[src/design/wdt_defines.svh]
`ifndef WDT_DEFINES_SVH
`define WDT_DEFINES_SVH

// ==========================================================
// Clock rates
`define WDT_CLK_HZ             40_000_000    // System clock rate in Hz
`define WDT_SLOW_RC_HZ         32_000        // Nominal slow RC oscillator rate in Hz

// ==========================================================
// Register byte offsets
`define WDT_OFS_CONFIG         8'h00         // Watchdog configuration word
`define WDT_OFS_RSTCTL         8'h04         // Reset control and status
`define WDT_OFS_COUNT          8'h08         // Live count readback, read only

// ==========================================================
// Configuration word fields
`define WDT_CFG_POST_LSB       0             // Postscale select, 4 bits
`define WDT_CFG_PRE_BIT        4             // Prescale select
`define WDT_CFG_WIN_DIS_BIT    6             // Window disable
`define WDT_CFG_HWEN_BIT       7             // Hardware watchdog enable
`define WDT_CFG_WIN_LSB        8             // Window size select, 2 bits
`define WDT_CFG_RESET          32'h0000_0040 // Non-window, software enabled, 1:32, 1:1

// ==========================================================
// Reset control and status fields
`define WDT_RCS_IDLE_BIT       2             // Idle status flag
`define WDT_RCS_SLEEP_BIT      3             // Sleep status flag
`define WDT_RCS_TO_BIT         4             // Sticky time-out flag
`define WDT_RCS_SWEN_BIT       5             // Software watchdog enable

// ==========================================================
// Count readback fields
`define WDT_CNT_PRE_LSB        0             // Prescaler count, 7 bits
`define WDT_CNT_POST_LSB       8             // Postscaler count, 15 bits
`define WDT_CNT_MODE_LSB       24            // Power mode, 2 bits
`define WDT_CNT_EN_BIT         26            // Watchdog running
`define WDT_CNT_RC_ON_BIT      27            // Slow RC oscillator on

// ==========================================================
// Prescaler terminal counts
`define WDT_PRE_TOP_SHORT      7'h1F         // Divide by 32
`define WDT_PRE_TOP_LONG       7'h7F         // Divide by 128

`endif

[src/design/wdt_pkg.sv]
// ==========================================================
// Shared types
package wdt_pkg;

    // Device power mode as seen by the watchdog
    typedef enum logic [1:0] {
        WDT_RUN,
        WDT_SLEEP,
        WDT_IDLE
    } wdt_mode_t;

endpackage : wdt_pkg

[src/design/wdt_top.sv]
`timescale 1ns/100ps
`include "wdt_defines.svh"

// Function
// - Counter advances only on slow oscillator ticks
// - Enabled watchdog forces slow oscillator on
// - Prescaler divides by 32 or 128
// - Postscaler gives sixteen ratios 1:1 to 1:32768
// - Any device reset clears all counts
// - Completed clock switch clears all counts
// - Entering sleep or idle clears counts
// - Leaving sleep or idle clears counts
// - Clear instruction in run clears counts
// - Enabled watchdog keeps counting in sleep, idle
// - Time-out in sleep or idle wakes device
// - Hardware enable forces watchdog on always
// - Otherwise software enable bit five runs it
// - Device reset clears software enable
// - Time-out flag bit four stays until cleared
// - Window mode when bit six is zero
// - Prescale select one is 1:128, zero 1:32
// - Postscale code n divides by two power n
// - Window codes give 25, 37.5, 50, 75 percent
module wdt_top #(
    parameter int CLK_HZ     = `WDT_CLK_HZ,      // System clock rate
    parameter int SLOW_RC_HZ = `WDT_SLOW_RC_HZ,  // Slow oscillator rate
    parameter int AW         = 8                 // APB address width
) (
    input  wire logic          CLK,                        // System clock, 40 MHz
    input  wire logic          RST_N,                      // Async power-on reset, active low
    input  wire logic          PSEL,                       // APB select
    input  wire logic          PENABLE,                    // APB enable
    input  wire logic          PWRITE,                     // APB direction, high for write
    input  wire logic [AW-1:0] PADDR,                      // APB byte address
    input  wire logic [31:0]   PWDATA,                     // APB write data
    output logic      [31:0]   PRDATA,                     // APB read data
    output logic               PREADY,                     // APB ready
    output logic               PSLVERR,                    // APB error on unmapped address
    input  wire logic          DEVICE_RESET,               // Any device reset, one-cycle pulse
    input  wire logic          CLOCK_SWITCH_DONE,          // Clock switch completed, pulse
    input  wire logic          POWER_SAVE_INSTRUCTION,     // Power-save executed, pulse
    input  wire logic          POWER_SAVE_IDLE,            // With the above: high idle, low sleep
    input  wire logic          WATCHDOG_CLEAR_INSTRUCTION, // Clear instruction executed, pulse
    input  wire logic          WAKE_OTHER,                 // Wake from another source, pulse
    input  wire logic          SLOW_RC_REQ,                // Clock settings want the slow RC
    output logic               WDT_RESET_REQ,              // Device reset request, pulse
    output logic               WDT_WAKE,                   // Wake from power save, pulse
    output logic               SLOW_RC_ON,                 // Slow RC oscillator running
    output logic      [1:0]    POWER_MODE                  // Current power mode
);

    localparam int DIV = CLK_HZ / SLOW_RC_HZ;  // System clocks per slow tick

    // ==========================================================
    // Declarations
    logic [31:0]       cfg_r;                  // Configuration word
    logic [31:0]       cfg_nxt;
    logic              sw_en_r;                // Software enable
    logic              sw_en_nxt;
    logic              to_flag_r;              // Sticky time-out flag
    logic              to_flag_nxt;
    logic              sleep_flag_r;           // Sleep status flag
    logic              sleep_flag_nxt;
    logic              idle_flag_r;            // Idle status flag
    logic              idle_flag_nxt;
    wdt_pkg::wdt_mode_t mode_r;                // Power mode
    wdt_pkg::wdt_mode_t mode_nxt;
    logic [6:0]        pre_r;                  // Prescaler count
    logic [6:0]        pre_nxt;
    logic [14:0]       post_r;                 // Postscaler count
    logic [14:0]       post_nxt;
    logic              rst_req_r;              // Reset request flop
    logic              rst_req_nxt;
    logic              wake_r;                 // Wake pulse flop
    logic              wake_nxt;
    logic              rc_on_r;                // Oscillator on flop
    logic              rc_on_nxt;

    logic              slow_tick;              // Slow oscillator enable
    logic              wdt_en;                 // Watchdog running
    logic [3:0]        post_sel;               // Postscale code
    logic              pre_sel;                // Prescale select
    logic              win_dis;                // Window disable
    logic [1:0]        win_sel;                // Window size code
    logic [6:0]        pre_top;                // Prescaler terminal
    logic [14:0]       post_top;               // Postscaler terminal
    logic [22:0]       elapsed;                // Ticks since last clear
    logic [22:0]       period;                 // Ticks per period
    logic [22:0]       open_at;                // Window opening point
    logic              clear_run;              // Clear instruction in run
    logic              early_clear;            // Clear before window opens
    logic              enter_ps;               // Power-save entry
    logic              exit_ps;                // Power-save exit
    logic              timeout;                // Period expired
    logic              cnt_clear;              // Any count clear

    logic [31:0]       rd_mux;                 // Read data for PADDR
    logic              addr_hit;               // PADDR is mapped
    logic              wr_stb;                 // Register write commit
    logic [AW-1:0]     wr_addr;                // Register write address
    logic [31:0]       wr_data;                // Register write data

    // ==========================================================
    // APB front end
    wdt_apb_slave #(
        .AW       (AW)
    ) u_apb (
        .clk      (CLK),
        .rst_n    (RST_N),
        .psel     (PSEL),
        .penable  (PENABLE),
        .pwrite   (PWRITE),
        .paddr    (PADDR),
        .pwdata   (PWDATA),
        .prdata   (PRDATA),
        .pready   (PREADY),
        .pslverr  (PSLVERR),
        .rd_data  (rd_mux),
        .addr_hit (addr_hit),
        .wr_stb   (wr_stb),
        .wr_addr  (wr_addr),
        .wr_data  (wr_data)
    );

    // ==========================================================
    // Slow oscillator tick
    wdt_tick_div #(
        .DIV   (DIV)
    ) u_slow_rc (
        .clk   (CLK),
        .rst_n (RST_N),
        .run   (rc_on_r),
        .tick  (slow_tick)
    );

    // ==========================================================
    // Field extraction
    assign post_sel = cfg_r[`WDT_CFG_POST_LSB +: 4];
    assign pre_sel  = cfg_r[`WDT_CFG_PRE_BIT];
    assign win_dis  = cfg_r[`WDT_CFG_WIN_DIS_BIT];
    assign win_sel  = cfg_r[`WDT_CFG_WIN_LSB +: 2];

    // Hardware enable overrides software enable
    assign wdt_en   = cfg_r[`WDT_CFG_HWEN_BIT] || sw_en_r;

    // ==========================================================
    // Terminal counts, elapsed time and window opening
    always_comb begin
        pre_top  = pre_sel ? `WDT_PRE_TOP_LONG : `WDT_PRE_TOP_SHORT;
        post_top = 15'((16'h0001 << post_sel) - 16'h0001);
        if (pre_sel) begin
            elapsed = {1'b0, post_r, pre_r};
            period  = 23'(24'h00_0001 << (post_sel + 5'd7));
        end else begin
            elapsed = {3'b000, post_r, pre_r[4:0]};
            period  = 23'(24'h00_0001 << (post_sel + 5'd5));
        end
        // Window opens at period minus window share
        case (win_sel)
            2'b11:   open_at = (period >> 1) + (period >> 2);
            2'b10:   open_at = (period >> 1) + (period >> 3);
            2'b01:   open_at = period >> 1;
            default: open_at = period >> 2;
        endcase
    end

    // ==========================================================
    // Events of this cycle
    always_comb begin
        enter_ps    = POWER_SAVE_INSTRUCTION && (mode_r == wdt_pkg::WDT_RUN);
        clear_run   = WATCHDOG_CLEAR_INSTRUCTION && (mode_r == wdt_pkg::WDT_RUN) && wdt_en;
        // A device reset in progress outranks an early clear
        early_clear = clear_run && !win_dis && (elapsed < open_at) && !DEVICE_RESET;
        // Expiry only on a slow tick at the final count
        timeout     = wdt_en && slow_tick && (pre_r == pre_top) && (post_r == post_top) &&
                      !DEVICE_RESET && !CLOCK_SWITCH_DONE && !clear_run && !enter_ps;
        exit_ps     = (mode_r != wdt_pkg::WDT_RUN) && (WAKE_OTHER || timeout);
        cnt_clear   = DEVICE_RESET ||
                      CLOCK_SWITCH_DONE ||
                      enter_ps ||
                      exit_ps ||
                      clear_run ||
                      timeout || !wdt_en;
    end

    // ==========================================================
    // Prescaler and postscaler counts
    always_comb begin
        pre_nxt  = pre_r;
        post_nxt = post_r;
        if (cnt_clear) begin
            pre_nxt  = 7'h00;
            post_nxt = 15'h0000;
        end else if (slow_tick) begin
            // Counts in every mode while enabled
            if (pre_r == pre_top) begin
                pre_nxt  = 7'h00;
                post_nxt = post_r + 15'h0001;
            end else begin
                pre_nxt  = pre_r + 7'h01;
            end
        end
    end

    // Register
    always_ff @(posedge CLK or negedge RST_N) begin
        if (!RST_N) begin
            pre_r  <= 7'h00;
            post_r <= 15'h0000;
        end else begin
            pre_r  <= pre_nxt;
            post_r <= post_nxt;
        end
    end

    // ==========================================================
    // Power mode sequencing
    always_comb begin
        mode_nxt = mode_r;
        case (mode_r)
            wdt_pkg::WDT_RUN: begin
                if (!DEVICE_RESET && enter_ps) begin
                    mode_nxt = POWER_SAVE_IDLE ? wdt_pkg::WDT_IDLE : wdt_pkg::WDT_SLEEP;
                end
            end
            wdt_pkg::WDT_SLEEP,
            wdt_pkg::WDT_IDLE: begin
                // Time-out resumes execution, no reset
                if (DEVICE_RESET || exit_ps) begin
                    mode_nxt = wdt_pkg::WDT_RUN;
                end
            end
            default: begin
                mode_nxt = wdt_pkg::WDT_RUN;
            end
        endcase
    end

    // ==========================================================
    // Outputs: reset request, wake, oscillator control
    always_comb begin
        rst_req_nxt = ((mode_r == wdt_pkg::WDT_RUN) && timeout) || early_clear;
        wake_nxt    = (mode_r != wdt_pkg::WDT_RUN) && timeout;
        rc_on_nxt   = wdt_en || SLOW_RC_REQ;
    end

    // Register
    always_ff @(posedge CLK or negedge RST_N) begin
        if (!RST_N) begin
            mode_r    <= wdt_pkg::WDT_RUN;
            rst_req_r <= 1'b0;
            wake_r    <= 1'b0;
            rc_on_r   <= 1'b0;
        end else begin
            mode_r    <= mode_nxt;
            rst_req_r <= rst_req_nxt;
            wake_r    <= wake_nxt;
            rc_on_r   <= rc_on_nxt;
        end
    end

    assign WDT_RESET_REQ = rst_req_r;
    assign WDT_WAKE      = wake_r;
    assign SLOW_RC_ON    = rc_on_r;
    assign POWER_MODE    = mode_r;

    // ==========================================================
    // Software registers; hardware sets win over software clears
    always_comb begin
        cfg_nxt        = cfg_r;
        sw_en_nxt      = sw_en_r;
        to_flag_nxt    = to_flag_r;
        sleep_flag_nxt = sleep_flag_r;
        idle_flag_nxt  = idle_flag_r;
        if (wr_stb && (wr_addr == AW'(`WDT_OFS_CONFIG))) begin
            cfg_nxt = {22'h00_0000, wr_data[9:8], wr_data[7:6], 1'b0, wr_data[4:0]};
        end
        if (wr_stb && (wr_addr == AW'(`WDT_OFS_RSTCTL))) begin
            sw_en_nxt      = wr_data[`WDT_RCS_SWEN_BIT];
            to_flag_nxt    = to_flag_r && wr_data[`WDT_RCS_TO_BIT];
            sleep_flag_nxt = sleep_flag_r && wr_data[`WDT_RCS_SLEEP_BIT];
            idle_flag_nxt  = idle_flag_r && wr_data[`WDT_RCS_IDLE_BIT];
        end
        if (DEVICE_RESET) begin
            sw_en_nxt = 1'b0;
        end
        if (timeout || early_clear) begin
            to_flag_nxt = 1'b1;
        end
        // Status flags left set after a wake
        if (enter_ps && !DEVICE_RESET) begin
            sleep_flag_nxt = sleep_flag_nxt || !POWER_SAVE_IDLE;
            idle_flag_nxt  = idle_flag_nxt || POWER_SAVE_IDLE;
        end
    end

    // Register
    always_ff @(posedge CLK or negedge RST_N) begin
        if (!RST_N) begin
            cfg_r        <= `WDT_CFG_RESET;
            sw_en_r      <= 1'b0;
            to_flag_r    <= 1'b0;
            sleep_flag_r <= 1'b0;
            idle_flag_r  <= 1'b0;
        end else begin
            cfg_r        <= cfg_nxt;
            sw_en_r      <= sw_en_nxt;
            to_flag_r    <= to_flag_nxt;
            sleep_flag_r <= sleep_flag_nxt;
            idle_flag_r  <= idle_flag_nxt;
        end
    end

    // ==========================================================
    // Read decode
    always_comb begin
        rd_mux   = 32'h0000_0000;
        addr_hit = 1'b1;
        case (PADDR)
            AW'(`WDT_OFS_CONFIG): begin
                rd_mux = cfg_r;
            end
            AW'(`WDT_OFS_RSTCTL): begin
                rd_mux[`WDT_RCS_SWEN_BIT]  = sw_en_r;
                rd_mux[`WDT_RCS_TO_BIT]    = to_flag_r;
                rd_mux[`WDT_RCS_SLEEP_BIT] = sleep_flag_r;
                rd_mux[`WDT_RCS_IDLE_BIT]  = idle_flag_r;
            end
            AW'(`WDT_OFS_COUNT): begin
                rd_mux[`WDT_CNT_PRE_LSB +: 7]   = pre_r;
                rd_mux[`WDT_CNT_POST_LSB +: 15] = post_r;
                rd_mux[`WDT_CNT_MODE_LSB +: 2]  = mode_r;
                rd_mux[`WDT_CNT_EN_BIT]         = wdt_en;
                rd_mux[`WDT_CNT_RC_ON_BIT]      = rc_on_r;
            end
            default: begin
                addr_hit = 1'b0;
            end
        endcase
    end

endmodule : wdt_top

[src/design/wdt_tick_div.sv]
`timescale 1ns/100ps

// ==========================================================
// Slow oscillator model: one-cycle tick every DIV clocks
module wdt_tick_div #(
    parameter int DIV = 1250                 // System clocks per slow tick
) (
    input  wire logic clk,                   // System clock
    input  wire logic rst_n,                 // Async reset, active low
    input  wire logic run,                   // Oscillator running
    output logic      tick                   // One-cycle slow clock enable
);

    localparam int CW = $clog2(DIV);

    logic [CW-1:0] cnt_r;                    // Cycles left to next tick
    logic [CW-1:0] cnt_nxt;
    logic          tick_r;                   // Registered tick
    logic          tick_nxt;

    // ==========================================================
    // Next count; a stopped oscillator restarts from a full period
    always_comb begin
        cnt_nxt  = cnt_r;
        tick_nxt = 1'b0;
        if (!run) begin
            cnt_nxt = CW'(DIV - 1);
        end else if (cnt_r == '0) begin
            cnt_nxt  = CW'(DIV - 1);
            tick_nxt = 1'b1;
        end else begin
            cnt_nxt = cnt_r - CW'(1);
        end
    end

    // Register
    always_ff @(posedge clk or negedge rst_n) begin
        if (!rst_n) begin
            cnt_r  <= '0;
            tick_r <= 1'b0;
        end else begin
            cnt_r  <= cnt_nxt;
            tick_r <= tick_nxt;
        end
    end

    assign tick = tick_r;

endmodule : wdt_tick_div

[src/design/wdt_apb_slave.sv]
`timescale 1ns/100ps

// ==========================================================
// APB slave front end, one access cycle, registered read data
module wdt_apb_slave #(
    parameter int AW = 8                     // Address width
) (
    input  wire logic          clk,          // System clock
    input  wire logic          rst_n,        // Async reset, active low
    input  wire logic          psel,         // APB select
    input  wire logic          penable,      // APB enable
    input  wire logic          pwrite,       // APB direction
    input  wire logic [AW-1:0] paddr,        // APB address
    input  wire logic [31:0]   pwdata,       // APB write data
    output logic      [31:0]   prdata,       // APB read data
    output logic               pready,       // APB ready
    output logic               pslverr,      // APB error
    input  wire logic [31:0]   rd_data,      // Read mux for paddr
    input  wire logic          addr_hit,     // paddr is mapped
    output logic               wr_stb,       // Write commit pulse
    output logic      [AW-1:0] wr_addr,      // Write address
    output logic      [31:0]   wr_data       // Write data
);

    logic        ready_r;                    // Setup seen, access may finish
    logic        ready_nxt;
    logic        err_r;                      // Latched decode error
    logic        err_nxt;
    logic [31:0] prdata_r;                   // Read data flop
    logic [31:0] prdata_nxt;
    logic        setup;                      // Setup phase
    logic        access;                     // Access phase

    // ==========================================================
    // Capture decode and read data in setup, finish in access
    always_comb begin
        setup      = psel && !penable;
        access     = psel && penable;
        ready_nxt  = ready_r;
        err_nxt    = err_r;
        prdata_nxt = prdata_r;
        if (setup) begin
            ready_nxt  = 1'b1;
            err_nxt    = !addr_hit;
            prdata_nxt = (!pwrite && addr_hit) ? rd_data : 32'h0000_0000;
        end else if (access && ready_r) begin
            ready_nxt = 1'b0;
        end
    end

    // Register
    always_ff @(posedge clk or negedge rst_n) begin
        if (!rst_n) begin
            ready_r  <= 1'b0;
            err_r    <= 1'b0;
            prdata_r <= 32'h0000_0000;
        end else begin
            ready_r  <= ready_nxt;
            err_r    <= err_nxt;
            prdata_r <= prdata_nxt;
        end
    end

    // Handshake outputs
    assign pready  = psel && penable && ready_r;
    assign pslverr = pready && err_r;
    assign prdata  = prdata_r;
    assign wr_stb  = pready && pwrite && !err_r;
    assign wr_addr = paddr;
    assign wr_data = pwdata;

endmodule : wdt_apb_slave

[config.mk]
export PLATFORM = sky130hd
export DESIGN_NAME = wdt_top
export DESIGN_NICKNAME = d
export VERILOG_FILES = /design/src/design/wdt_pkg.sv /design/src/design/wdt_top.sv /design/src/design/wdt_tick_div.sv /design/src/design/wdt_apb_slave.sv
export VERILOG_INCLUDE_DIRS = /design/src /design/src/design
export SDC_FILE = /design/constraint.sdc
export NUM_CORES = 1
export LEC_CHECK = 0
export ABC_AREA = 1
export BUFFER_PORTS_ARGS = -buffer_cell sky130_fd_sc_hd__buf_4
export CAP_MARGIN = 20
export CORE_MARGIN = 2
export CORE_UTILIZATION = 40
export CTS_BUF_LIST = sky130_fd_sc_hd__clkbuf_8
export CTS_CLUSTER_DIAMETER = 80
export DETAILED_ROUTE_END_ITERATION = 16
export GPL_TIMING_DRIVEN = 1
export HOLD_SLACK_MARGIN = 0.12
export SYNTH_ARGS = -nofsm -noshare
export SYNTH_HDL_FRONTEND = slang
export SYNTH_SLANG_ARGS = --single-unit
[constraint.sdc]
create_clock -name CLK -period 5.6 [get_ports CLK]
set_clock_uncertainty 0.1 [all_clocks]
set_input_delay 0.56 -clock CLK [delete_from_list [all_inputs] [get_ports CLK]]
set_output_delay 0.56 -clock CLK [all_outputs]
set_load 0.02 [all_outputs]
== After elaboration in Yosys (flattened, before gate mapping) ==
Index checks and enable logic that the tools add are counted.

* $add $sub $neg: 8
* Multipliers: 0
* Divide/modulo/power cells: 0
* Magnitude comparators: 1
* Eq/ne operators: 11
* Shift operators: 3
* Muxes and demuxes: 36
* Bitwise gates (word level): 0
* Reductions and logical operators: 67

{| class="wikitable"
|+ Operators with widths
! kind !! number
|-
| case mux 23 bit (3 select lines) || 1
|-
| << shifter 1 x 5 -> 23 bit, first input constant || 2
|-
| two-way mux 15 bit || 3
|-
| case mux 15 bit (2 select lines) || 1
|-
| logical AND 1 bit || 29
|-
| two-way mux 28 bit || 1
|-
| two-way mux 7 bit || 4
|-
| adder 22 x 20 -> 23 bit || 1
|-
| adder 22 x 21 -> 23 bit || 1
|-
| < comparator 22 x 23 -> 1 bit || 1
|-
| two-way mux 23 bit || 1
|-
| two-way mux 11 bit || 2
|-
| two-way mux 22 bit || 1
|-
| adder 15 x 1 -> 15 bit, second input constant || 1
|-
| == test 15 bit || 1
|-
| << shifter 1 x 4 -> 15 bit, first input constant || 1
|-
| subtractor 15 x 1 -> 15 bit, second input constant || 1
|-
| logical OR 1 bit || 14
|-
| two-way mux 1 bit || 14
|-
| case mux 4 bit (3 select lines) || 1
|-
| nonzero test 2 bit || 6
|-
| zero test 1 bit || 11
|-
| zero test 11 bit || 1
|-
| subtractor 11 x 1 -> 11 bit, second input constant || 1
|-
| 18 further kinds || 26
|}

* Flip-flop bits (word level): 86
* Bits in latches: 0
* RAM bits: 0
* Bits in read-only memories: 0
* Bits of input ports: 52
* Output and inout bits: 39
* Word-level logic and storage cells: 142
* Memories: 0

== Logic depth before layout (Yosys ltp) ==
Gate-level depths: netlist of run 1.

* Depth after elaboration: 16
* Mapped depth: 37
* Mapped depth without buffers: 37

== Cells and area by module ==
Synthesis of run 1 repeated with hierarchy kept, for this count alone.

* Cells, all modules: 1,180
* Area, all modules: 7,946.4 µm²

{| class="wikitable"
|+ By module, submodules not included
! module !! instances !! cells each !! area an instance (µm²)
|-
| wdt_top || 1 || 907 || 5,501.5
|-
| wdt_apb_slave || 1 || 196 || 1,747.9
|-
| wdt_tick_div || 1 || 77 || 696.9
|}

== Least setup slack after synthesis of run 1 ==
No wires, ideal clock.

* Kind: reg2reg
* From: register cfg_r[1]
* To: register rst_req_r (netlist: WDT_RESET_REQ)
* Library setup time: 0.118 ns
* Arrival time: 3.832 ns
* Setup slack: 1.550 ns
* Cell stages (with the launch flop): 35
* Clock period less this slack: 4.050 ns
* Cells stage by stage: dfrtp_1 > ha_1 > nand2_2 > nand2_1 > nor2_1 > nor2_1 > nor2_1 > inv_1 > nor3_1 > nand2_1 > o21ai_0 > ha_1 > a21oi_1 > o21ai_0 > inv_1 > o21ai_0 > a21oi_1 > xnor2_1 > o21ai_0 > ha_1 > nand2_1 > inv_1 > nand3_1 > a21oi_1 > nor2_1 > nand2_1 > nand2_1 > nand2_1 > nand2_1 > nand2_1 > nand2_1 > nand2_1 > nand2_1 > nand2_1 > nand2_1

* Cells in the longest elaborated chain, start to end: 10
* Elaborated cells between the ends (all ways): 21
* Those cells by class: add/sub: 5; order compare: 1; eq/ne: 1; shift: 3; mux: 2; reduce/logical: 9

{| class="wikitable"
|+ Ends and longest elaborated chain
! what !! RTL line !! text
|-
| from (decl) || wdt_top.sv:56 || <nowiki>logic [31:0] cfg_r;</nowiki>
|-
| from (signal assigned) || wdt_top.sv:300 || <nowiki>cfg_r <= `WDT_CFG_RESET;</nowiki>
|-
| from (signal assigned) || wdt_top.sv:306 || <nowiki>cfg_r <= cfg_nxt;</nowiki>
|-
| branches (longest 9 deep; another with adder 22 x 20 -> 23 bit) || n/a ||
|-
| logical OR 1 bit (*) || wdt_top.sv:242 || <nowiki>rst_req_nxt = ((mode_r == wdt_pkg::WDT_RUN) && timeout) || early_clear;</nowiki>
|-
| net rst_req_nxt || wdt_top.sv:73 || <nowiki>logic rst_req_nxt;</nowiki>
|-
| to (signal assigned) || wdt_top.sv:256 || <nowiki>rst_req_r <= rst_req_nxt;</nowiki>
|-
| to (decl) || wdt_top.sv:72 || <nowiki>logic rst_req_r;</nowiki>
|}

Mark *: on every way through the listed nets, which the timed path passes.
A chain may end at the register's enable or synchronous reset.

== Worst setup path after layout of run 1 ==
* From: register cfg_r[1]
* To: register to_flag_r

* Cells in the longest elaborated chain, start to end: 10
* Elaborated cells between the ends (all ways): 22
* Those cells by class: add/sub: 5; order compare: 1; eq/ne: 1; shift: 3; mux: 3; reduce/logical: 9

{| class="wikitable"
|+ Ends and longest elaborated chain
! what !! RTL line !! text
|-
| adder 4 x 3 -> 5 bit, or another cell as far along || wdt_top.sv:156 || <nowiki>period = 23'(24'h00_0001 << (post_sel + 5'd5));</nowiki>
|-
| << shifter 1 x 5 -> 23 bit, or another cell as far along || wdt_top.sv:156 ||
|-
| two-way mux 23 bit / == test 15 bit (equally long branches) || wdt_top.sv:151, wdt_top.sv:175 ||
|-
| adder 22 x 20 -> 23 bit, or another cell as far along || wdt_top.sv:161 || <nowiki>2'b10: open_at = (period >> 1) + (period >> 3);</nowiki>
|-
| case mux 23 bit (3 select lines) / logical AND 1 bit (equally long branches) || wdt_top.sv:159, wdt_top.sv:175 ||
|-
| < comparator 22 x 23 -> 1 bit / logical AND 1 bit (equally long branches) || wdt_top.sv:173, wdt_top.sv:176 ||
|-
| logical AND 1 bit, on equally long branches (2 in series) || wdt_top.sv:173, wdt_top.sv:176 ||
|-
| logical OR 1 bit (*) || wdt_top.sv:287 || <nowiki>if (timeout || early_clear) begin</nowiki>
|-
| two-way mux 1 bit / nonzero test 2 bit (equally long branches) || n/a ||
|-
| to (signal assigned) || wdt_top.sv:308 || <nowiki>to_flag_r <= to_flag_nxt;</nowiki>
|-
| to (decl) || wdt_top.sv:60 || <nowiki>logic to_flag_r;</nowiki>
|}

Every way passes the cells marked *; elsewhere a longest branch is shown, timed or not.

==> results of run 1 <==
==> Yosys cell counts (8+ instances only) <==
cell type	number	area (um2)
ha_1	48	601
dfrtp_1	80	2000
o2111ai_1	15	131
xor2_1	23	201
nand4_1	14	87.6
nor3_1	22	110
o22ai_1	11	68.8
buf_4	9	67.6
nor4_1	8	50.1
o21bai_1	9	67.6
o21ai_0	120	601
nor2_1	115	432
inv_1	130	488
xnor2_1	9	78.8
nand2_1	269	1010
a21oi_1	50	250
clkbuf_1	24	90.1
nand3_1	68	340
==> cells in the final DEF, fill, tap and decap left out, types with 11 or more instances in the layout <==
master / count
nor2_1: 115
xor2_1: 23
inv_1: 130
nor3_1: 21
nand2_1: 269
conb_1: 13
ha_1: 48
a21oi_1: 50
dfrtp_1: 79
o21ai_0: 120
nand4_1: 14
nand3_1: 68
o22ai_1: 11
buf_4: 73
o2111ai_1: 15
==> worst max-delay path, delay by kind of cell, from the launching register on <==
kind,cells,cell delay [ns]
simple gates,24,2.08
fa+ha+maj,3,1.04
compound gates,4,0.83
flops,1,0.51
buf+inv,5,0.41
==> area by class of cell <==
cell class                      instances  share of cell area, %
Tap cell                              229                   3.51
Multi-Input combinational cell        852                   56.0
Clock buffer                            9                   1.52
Timing Repair Buffer                   74                   6.84
Inverter                              138                   6.35
Clock inverter                          7                  0.859
Sequential cell                        81                   24.9
==> routing by layer <==
layer / up-vias / global-route usage [%] / share of wire [%]
met5: - / 0 / 0
met4: 0 / 5.32 / 1.9
met3: 28 / 2.76 / 5.4
met2: 224 / 36.5 / 44
met1: 3346 / 32.8 / 48
li1: 3759 / - / -
==> kinds of logic after synthesis <==
kind of cell | count (synthesis)
mux | 1
compound gates | 235
buf+inv | 174
flops | 81
simple gates | 522
other cells | 2
xor+xnor | 32
fa+ha+maj | 49
==> registers in the layout, summed over array words and instances, names as in the netlist, 2 cells and up <==
register	count
cfg_r	9
post_r	15
u_apb.prdata	27
POWER_MODE	2
pre_r	7
u_slow_rc.cnt_r	11
==> power breakdown <==
group | total, W | internal (W) | switching [W]
sequential | 0.000654 | 0.000620 | 0.0000340
combinational | 0.000246 | 0.0000884 | 0.000158
clock | 0.000431 | 0.000174 | 0.000257
==> per-stage QoR <==
stage / total power [W] / util, %
after floorplan: 0.000831 / -
after global placement: 0.000910 / 44.4
after detailed placement: 0.000911 / 44.4
after CTS: 0.00134 / 45.5
after global routing: 0.00141 / 45.6
final: 0.00133 / 45.6
==> repair_timing <==
action	in CTS	in global routing
endpoints found under the setup margin	0	2
gates resized for setup	0	2
endpoints found under the hold margin	18	0
hold buffers	1	0
==> how the worst max path moves through the flow <==
stage             start       endpoint  cells past startpoint
6_report       cfg_r[1]      to_flag_r                     36
5_1_grt        cfg_r[1]      to_flag_r                     37
4_1_cts        cfg_r[1]      to_flag_r                     34
3_5_place_dp   cfg_r[1]      to_flag_r                     34
3_3_place_gp   cfg_r[1]      to_flag_r                     34
2_1_floorplan  cfg_r[1]  WDT_RESET_REQ                     34
==> metrics.txt, run 1 <==
status=complete, no violations; mux share of post-synthesis cell area=0.155%; worst hold-check path type=in -> reg; final WL=21600 um; Post-DP Area=0.00795 mm2; FFs w/ async S/R, synth=100%; Layout Nets=roughly 1300; placed insts=1373; Starting Density=between 40% and 50%; FF-to-FF End=to_flag_r; vias after detailed routing=roughly 7400; I/O pins=91; Post-CTS Setup Repair Bufs=0; # setup viols final=0; Worst path slowest cell=dfrtp_2; cell row count=49; root buf cell=clkbuf_8; CP arrival=5.23 ns; Slew headroom=between 40% and 50%; max_cap viols=0; number of synthesized flops with an enable pin=0; share of layout cells above drive strength 1=roughly a tenth; drt drc=0; drt pass-1 iters=6; total track usage=22.7%; # fillers=1917; Setup crit end kind=register; Synth Area in Adders=8.55%; Slew Viols, Final=0; worst hold stages=2; Synth Area in Simple Gates=31.0%; Die ar.=roughly 0.019 mm2; H-tree Lvls=3; post-synthesis xor/xnor area fraction=3.86%; Hold WS=0.292 ns; VDD IR max=0.000196 V; crit-path most repeated cell=nand2_1; reg-to-reg setup timing slack=0.52 ns; r2r startpoint=cfg_r[1]; power per cell area=163 mW/mm2; area of the multi-input gates=~0.0046 mm2; Post-Synthesis Cell Area=0.00726 mm2; Mapped Cells=1096; antenna violations before repair=0; post-DP HPWL=17000 um; Synth Area in Compound Gates=between 10% and 20%; largest net degree at the start of global routing=64; fin cells=1390; startpoint class of the critical path=register; Ys Warns=0; max frequency=0.197 GHz; RSZ-0062 raised after global routing=false; number of library cell types mapped by synthesis=50; CTS tree=yes; design area=0.00816 mm2; core area=about 0.018 mm2; vias per std cell=approximately 5.3; final hold viol count=0; CTS sink count=81; GPL Wtd Cong=0.934; fin crit period=5.08 ns; DR WL/cell=between 15 and 20 um; Port-buffer cells=63; number of nets with antenna violations after routing=0; Setup TNS=0 ns; Post-Syn Area per Cell=6.62 um2; number of global-route vias before repair=6903; Worst-Margin Slew=about 0.8 ns; WHS Endpoint=SLOW_RC_ON; Clk pin slew, worst setup/hold paths=0.11 ns; Die X=139 um; Crit path required time=5.75 ns; total CTS buffers=9; WS Path Type=reg -> reg; register area=0.00203 mm2; worst hold start=SLOW_RC_REQ; FF+latch count, synth=81; Post-synth top flop=dfrtp_1; initial DRC count=527; Final Cycle Share=about nine tenths; dpl ws=0.538 ns; main combinational cell family by area after synthesis=simple AND/OR/NAND/NOR gates; slowest stage delay, CP=approximately 0.51 ns; Syn-to-layout area delta=12.4%; first-pass GRT wire length=36000 um; Seq/Total Area, Yosys=28.0%; Reg2Reg Depth=36; total congestion overflow=0; Die Y=139 um; static leakage=3.99 nW; worst-path fanout max=10; Inserted Diodes=0; final worst slack=0.524 ns; worst-case clock buffer depth=2; later-pin clock latency in the skew report=0.37 ns
No activity file was read; power rests on OpenSTA's default activity.
==> run 2: changes to the inputs <==
- CTS_BUF_LIST: sky130_fd_sc_hd__clkbuf_8 -> unset
==> run 2 against run 1 <==
Register-to-register slack barely moved. Non-clock buffer count unchanged. Highest routed layer unchanged. Via count rose by 0.54%. Flip-flop and latch count unchanged.
==> metrics.txt, run 2 (synthesized netlist as in run 1, its figures left out) <==
status=complete, no violations; reg-to-reg setup timing slack=0.53 ns; CTS tree=yes; Port-buffer cells=63; Die ar.=~0.019 mm2; Slew Viols, Final=0; CP arrival=around 5.2 ns; worst-case clock buffer depth=2; vias after detailed routing=7397; Inserted Diodes=0; dpl ws=0.538 ns; total congestion overflow=0; final hold viol count=0; design area=0.00826 mm2; Largest register FFs=27; # setup viols final=0; later-pin clock latency in the skew report=0.35 ns; max_cap viols=0; drt pass-1 iters=5; Reg2Reg Depth=36; Slew headroom=around 46%; DR WL/cell=about 16 um; first-pass GRT wire length=around 36000 um; Die Y=139 um; worst hold-check path type=in -> reg; slowest stage delay, CP=approximately 0.5 ns; final WL=21800 um; I/O pins=91; Layout Nets=1257; vias per std cell=5.32; layer with the highest usage=met2; worst-path fanout max=10; static leakage=about 4 nW; Post-CTS Setup Repair Bufs=0; Worst path slowest cell=dfrtp_2; antenna violations before repair=0; final worst slack=0.530 ns; commonest non-fill, non-tap cells in the layout=269 x nand2_1, 130 x inv_1, 120 x o21ai_0, 115 x nor2_1, 79 x dfrtp_1; GPL Wtd Cong=about 0.93; FF-to-FF End=to_flag_r; initial DRC count=approximately 440; WS Path Type=reg -> reg; largest net degree at the start of global routing=64; number of nets with antenna violations after routing=0; max frequency=0.197 GHz; r2r startpoint=cfg_r[1]; Hold WS=0.319 ns; total track usage=a little under a quarter; met1 Usage GRT=32.9%; drt drc=0; Setup crit end kind=register; Setup TNS=0 ns; power per cell area=roughly 180 mW/mm2; Post-DP Area=around 0.008 mm2; worst hold start=SLOW_RC_REQ; Crit path required time=roughly 5.7 ns; worst hold stages=2; Syn-to-layout area delta=13.8%; startpoint class of the critical path=register; post-DP HPWL=17000 um; Clk pin slew, worst setup/hold paths=0.07 ns; met2 Use GR=36.5%; H-tree Lvls=3; CTS sink count=81; cell row count=49; Starting Density=40.5%; VDD IR max=0.000198 V; crit-path most repeated cell=nand2_1; share of layout cells above drive strength 1=10.6%; root buf cell=clkbuf_16; met3 usage=2.69%; # fillers=between 1500 and 2000; total CTS buffers=9; fin crit period=5.07 ns; core area=0.0179 mm2; Final Cycle Share=90.5%; Die X=139 um; most common cell after layout, fill and taps aside=nand2_1; Worst-Margin Slew=0.806 ns; RSZ-0062 raised after global routing=false; WHS Endpoint=SLOW_RC_ON; number of global-route vias before repair=6941
-- run 2: cell counts in the layout (fill, tap and decap cells not counted) --
No cell type changed its count.
-- run 2: cell type report --
| class | count | area [um2] | area share [%] |
|---|---|---|---|
| clock inverter | 7 | 70.1 | 0.848 |
| tap | 229 | 287 | 3.47 |
| clock buffer | 9 | 225 | 2.73 |
| sequential | 81 | 2030 | 24.6 |
| multi-input combinational | 852 | 4570 | 55.3 |
| timing repair buffer | 74 | 558 | 6.76 |
| inverter | 138 | 518 | 6.27 |
-- run 2: power by group --
part | total [W] | switching, W | internal, W
logic | 0.000246 | 0.000158 | 0.0000885
registers | 0.000655 | 0.0000338 | 0.000621
clock network | 0.000591 | 0.000277 | 0.000314
total | 0.00149 | 0.000468 | 0.00102
-- run 2: metal layers --
metal / routed length, um / share of wire [%]
met1: 10600 / 49
met2: 9690 / 44
met3: 1120 / 5.1
met4: 394 / 1.8
met5: 0 / 0
-- run 2: through the flow --
stage | instances | utilization, % | power [W]
after floorplan | 1107 | - | 0.000831
after global placement | 1373 | 44.4 | 0.000910
after detailed placement | 1373 | 44.4 | 0.000911
after CTS | 1390 | 46.1 | 0.00150
after global routing | 1390 | 46.1 | 0.00157
final | 1390 | 46.1 | 0.00149
-- run 2: worst max-delay path: cells and delay by family (launching register included) --
family / cells / cell delay, ns
and+or+nand+nor: 24 / 2.09
AOI/OAI and AO/OA: 4 / 0.83
buffers and inverters: 5 / 0.41
DFF: 1 / 0.50
adders and majority gates: 3 / 1.04
-- run 2: what timing repair did --
| item | in CTS | in global routing |
|---|---|---|
| hold endpoints to repair | 18 | 0 |
| hold buffers | 1 | 0 |
| resized for setup | 0 | 2 |
| setup endpoints to repair | 0 | 2 |
-- run 2: worst max-delay path by stage --
stage             start            end  slack [ns]  cells after the start
3_3_place_gp   cfg_r[1]      to_flag_r        0.58                     34
2_1_floorplan  cfg_r[1]  WDT_RESET_REQ        1.55                     34
3_5_place_dp   cfg_r[1]      to_flag_r        0.54                     34
4_1_cts        cfg_r[1]      to_flag_r        0.51                     34
6_report       cfg_r[1]      to_flag_r        0.53                     36
5_1_grt        cfg_r[1]      to_flag_r        0.01                     37
==> run 3: changes to the inputs <==
- CORE_UTILIZATION: 40 -> 60
- PLACE_DENSITY: unset -> 0.82
==> run 3 against run 2 <==
First-iteration DRC count up 43%. Via count up 1.9%. Clock-buffer cell count rose by 3. Combinational power is essentially flat. Power decreased by 2.3%. Critical path depth decreased by 5. Die area decreased by 32%. Register-to-register slack improved by 0.15 ns. Sequential share of layout area up 0.40 points. Flip-flop and latch count did not move. Final area shrank 1.6%. Wire length decreased by 7.5%. Critical endpoint is now WDT_RESET_REQ. Largest cell class unchanged.
==> metrics.txt, run 3 (synthesized netlist as in run 1, its figures left out) <==
slowest stage delay, CP=just under 0.5 ns; power per cell area=179 mW/mm2; GPL Wtd Cong=just over 1; layer with the highest usage=met2; I/O pins=91; commonest non-fill, non-tap cells in the layout=269 x nand2_1, 130 x inv_1, 120 x o21ai_0, 114 x nor2_1, 79 x dfrtp_1; Slew headroom=37.5%; core area=0.0119 mm2; Syn-to-layout area delta=12.0%; Clk pin slew, worst setup/hold paths=around 0.060 ns; post-layout util=68.2%; Largest register FFs=27; later-pin clock latency in the skew report=about 0.34 ns; met3 usage=4.41%; CTS tree=yes; CTS sink count=81; Setup crit end kind=register; max_cap viols=0; Pwr Total=0.00146 W; number of global-route vias before repair=between 6000 and 7000; largest net degree at the start of global routing=77; total track usage=31.6%; Post-CTS Setup Repair Bufs=0; fin crit period=about 5 ns; most common cell after layout, fill and taps aside=nand2_1; post-DP HPWL=15300 um; status=complete, no violations; root buf cell=clkbuf_16; Inserted Diodes=0; vias per std cell=between 5 and 6; Port-buffer cells=63; Final Cycle Share=slightly below 90%; worst-case clock buffer depth=2; # setup viols final=0; static leakage=4.01 nW; final hold viol count=0; worst hold-check path type=in -> reg; number of nets with antenna violations after routing=0; WS Path Type=reg -> reg; placed insts=1288; drt drc=0; first-pass GRT wire length=roughly 33000 um; cell row count=40; Die X=between 100 and 150 um; Layout Nets=about 1300; Worst path slowest cell=dfrtp_2; RSZ-0062 raised after global routing=false; initial DRC count=632; startpoint class of the critical path=register; Starting Density=60.9%; Slew Viols, Final=0; Setup TNS=0 ns; fin cells=1305; CP arrival=5.06 ns; met2 Use GR=52.5%; max frequency=around 0.20 GHz; crit-path most repeated cell=nand2_1; antenna violations before repair=0; Die ar.=~0.013 mm2; VDD IR max=0.000156 V; H-tree Lvls=3; Worst-Margin Slew=0.938 ns; met1 Usage GRT=42.2%; drt pass-1 iters=5; total congestion overflow=0; vias after detailed routing=about 7500; total CTS buffers=9; Crit path required time=5.73 ns; share of layout cells above drive strength 1=10.4%; DR WL/cell=15.4 um; worst-path fanout max=10; Hold WS=0.310 ns; # fillers=between 1000 and 1500; final WL=20200 um; Die Y=approximately 110 um
run 3: cell count changes in the layout (fill, tap and decap cells not counted):
cell        change
nor2_1          -1
clkinv_8        -1
clkbuf_1        +1
nor2_2          +1
buf_4           -3
clkbuf_8        +2
inv_6           -4
clkinv_2        +1
clkinvlp_4      +2
inv_8           -1
run 3: final cells by class:
type / count / area, um2 / area share, %
inverter: 138 / 518 / 6.38
clock buffer: 12 / 256 / 3.16
multi-input combinational: 852 / 4570 / 56.3
tap: 147 / 184 / 2.26
timing repair buffer: 71 / 536 / 6.59
clock inverter: 4 / 27.5 / 0.339
sequential: 81 / 2030 / 25.0
run 3: report_power, final:
part	total (W)	leakage, nW	internal [W]	switching (W)
Combinational	0.000249	2.85	0.0000887	0.000160
Clock	0.000553	0.131	0.000323	0.000230
Sequential	0.000656	1.03	0.000622	0.0000343
Total	0.00146	4.01	0.00103	0.000424
run 3: worst paths after layout:
kind                       slack (ns)                from  cells after the start                 end
max                              0.67            cfg_r[1]                     31       WDT_RESET_REQ
min                              0.31                PSEL                      2       u_apb.ready_r
max reg2reg                      0.67            cfg_r[1]                     31       WDT_RESET_REQ
min reg2reg                      0.35  u_slow_rc.cnt_r[0]                      1  u_slow_rc.cnt_r[0]
max in group asynchronous        3.77               RST_N                      3            cfg_r[1]
min in group asynchronous        0.45               RST_N                      2          post_r[11]
run 3: what timing repair did:
| item | CTS | global route |
|---|---|---|
| hold buffers | 1 | 0 |
| gates resized for setup | 0 | 3 |
| hold endpoints to repair | 5 | 0 |
| endpoints found under the setup margin | 0 | 2 |
run 3: metal layers:
metal  wire [um]  share of wire, %  vias up
met5           0                 0        -
met4         493               2.4        0
met3        1460               7.2       43
met2        9320                46      311
met1        8890                44     3434
li1            -                 -     3750
run 3: metrics by stage:
stage,cell area [um2],setup slack (ns)
finish,8120,0.675
global route,8120,0.0383
CTS,8120,0.608
detailed placement,7820,0.643
global placement,7820,0.706
floorplan,7300,1.55
run 3: critical path, delay by kind of cell, from the launching register on:
family | cells | cell delay (ns)
AND/OR/NAND/NOR | 18 | 2.03
buffers and inverters | 4 | 0.30
flip-flops | 1 | 0.49
adder cells (fa/ha/maj) | 3 | 1.00
AO/OA/AOI/OAI | 6 | 0.90
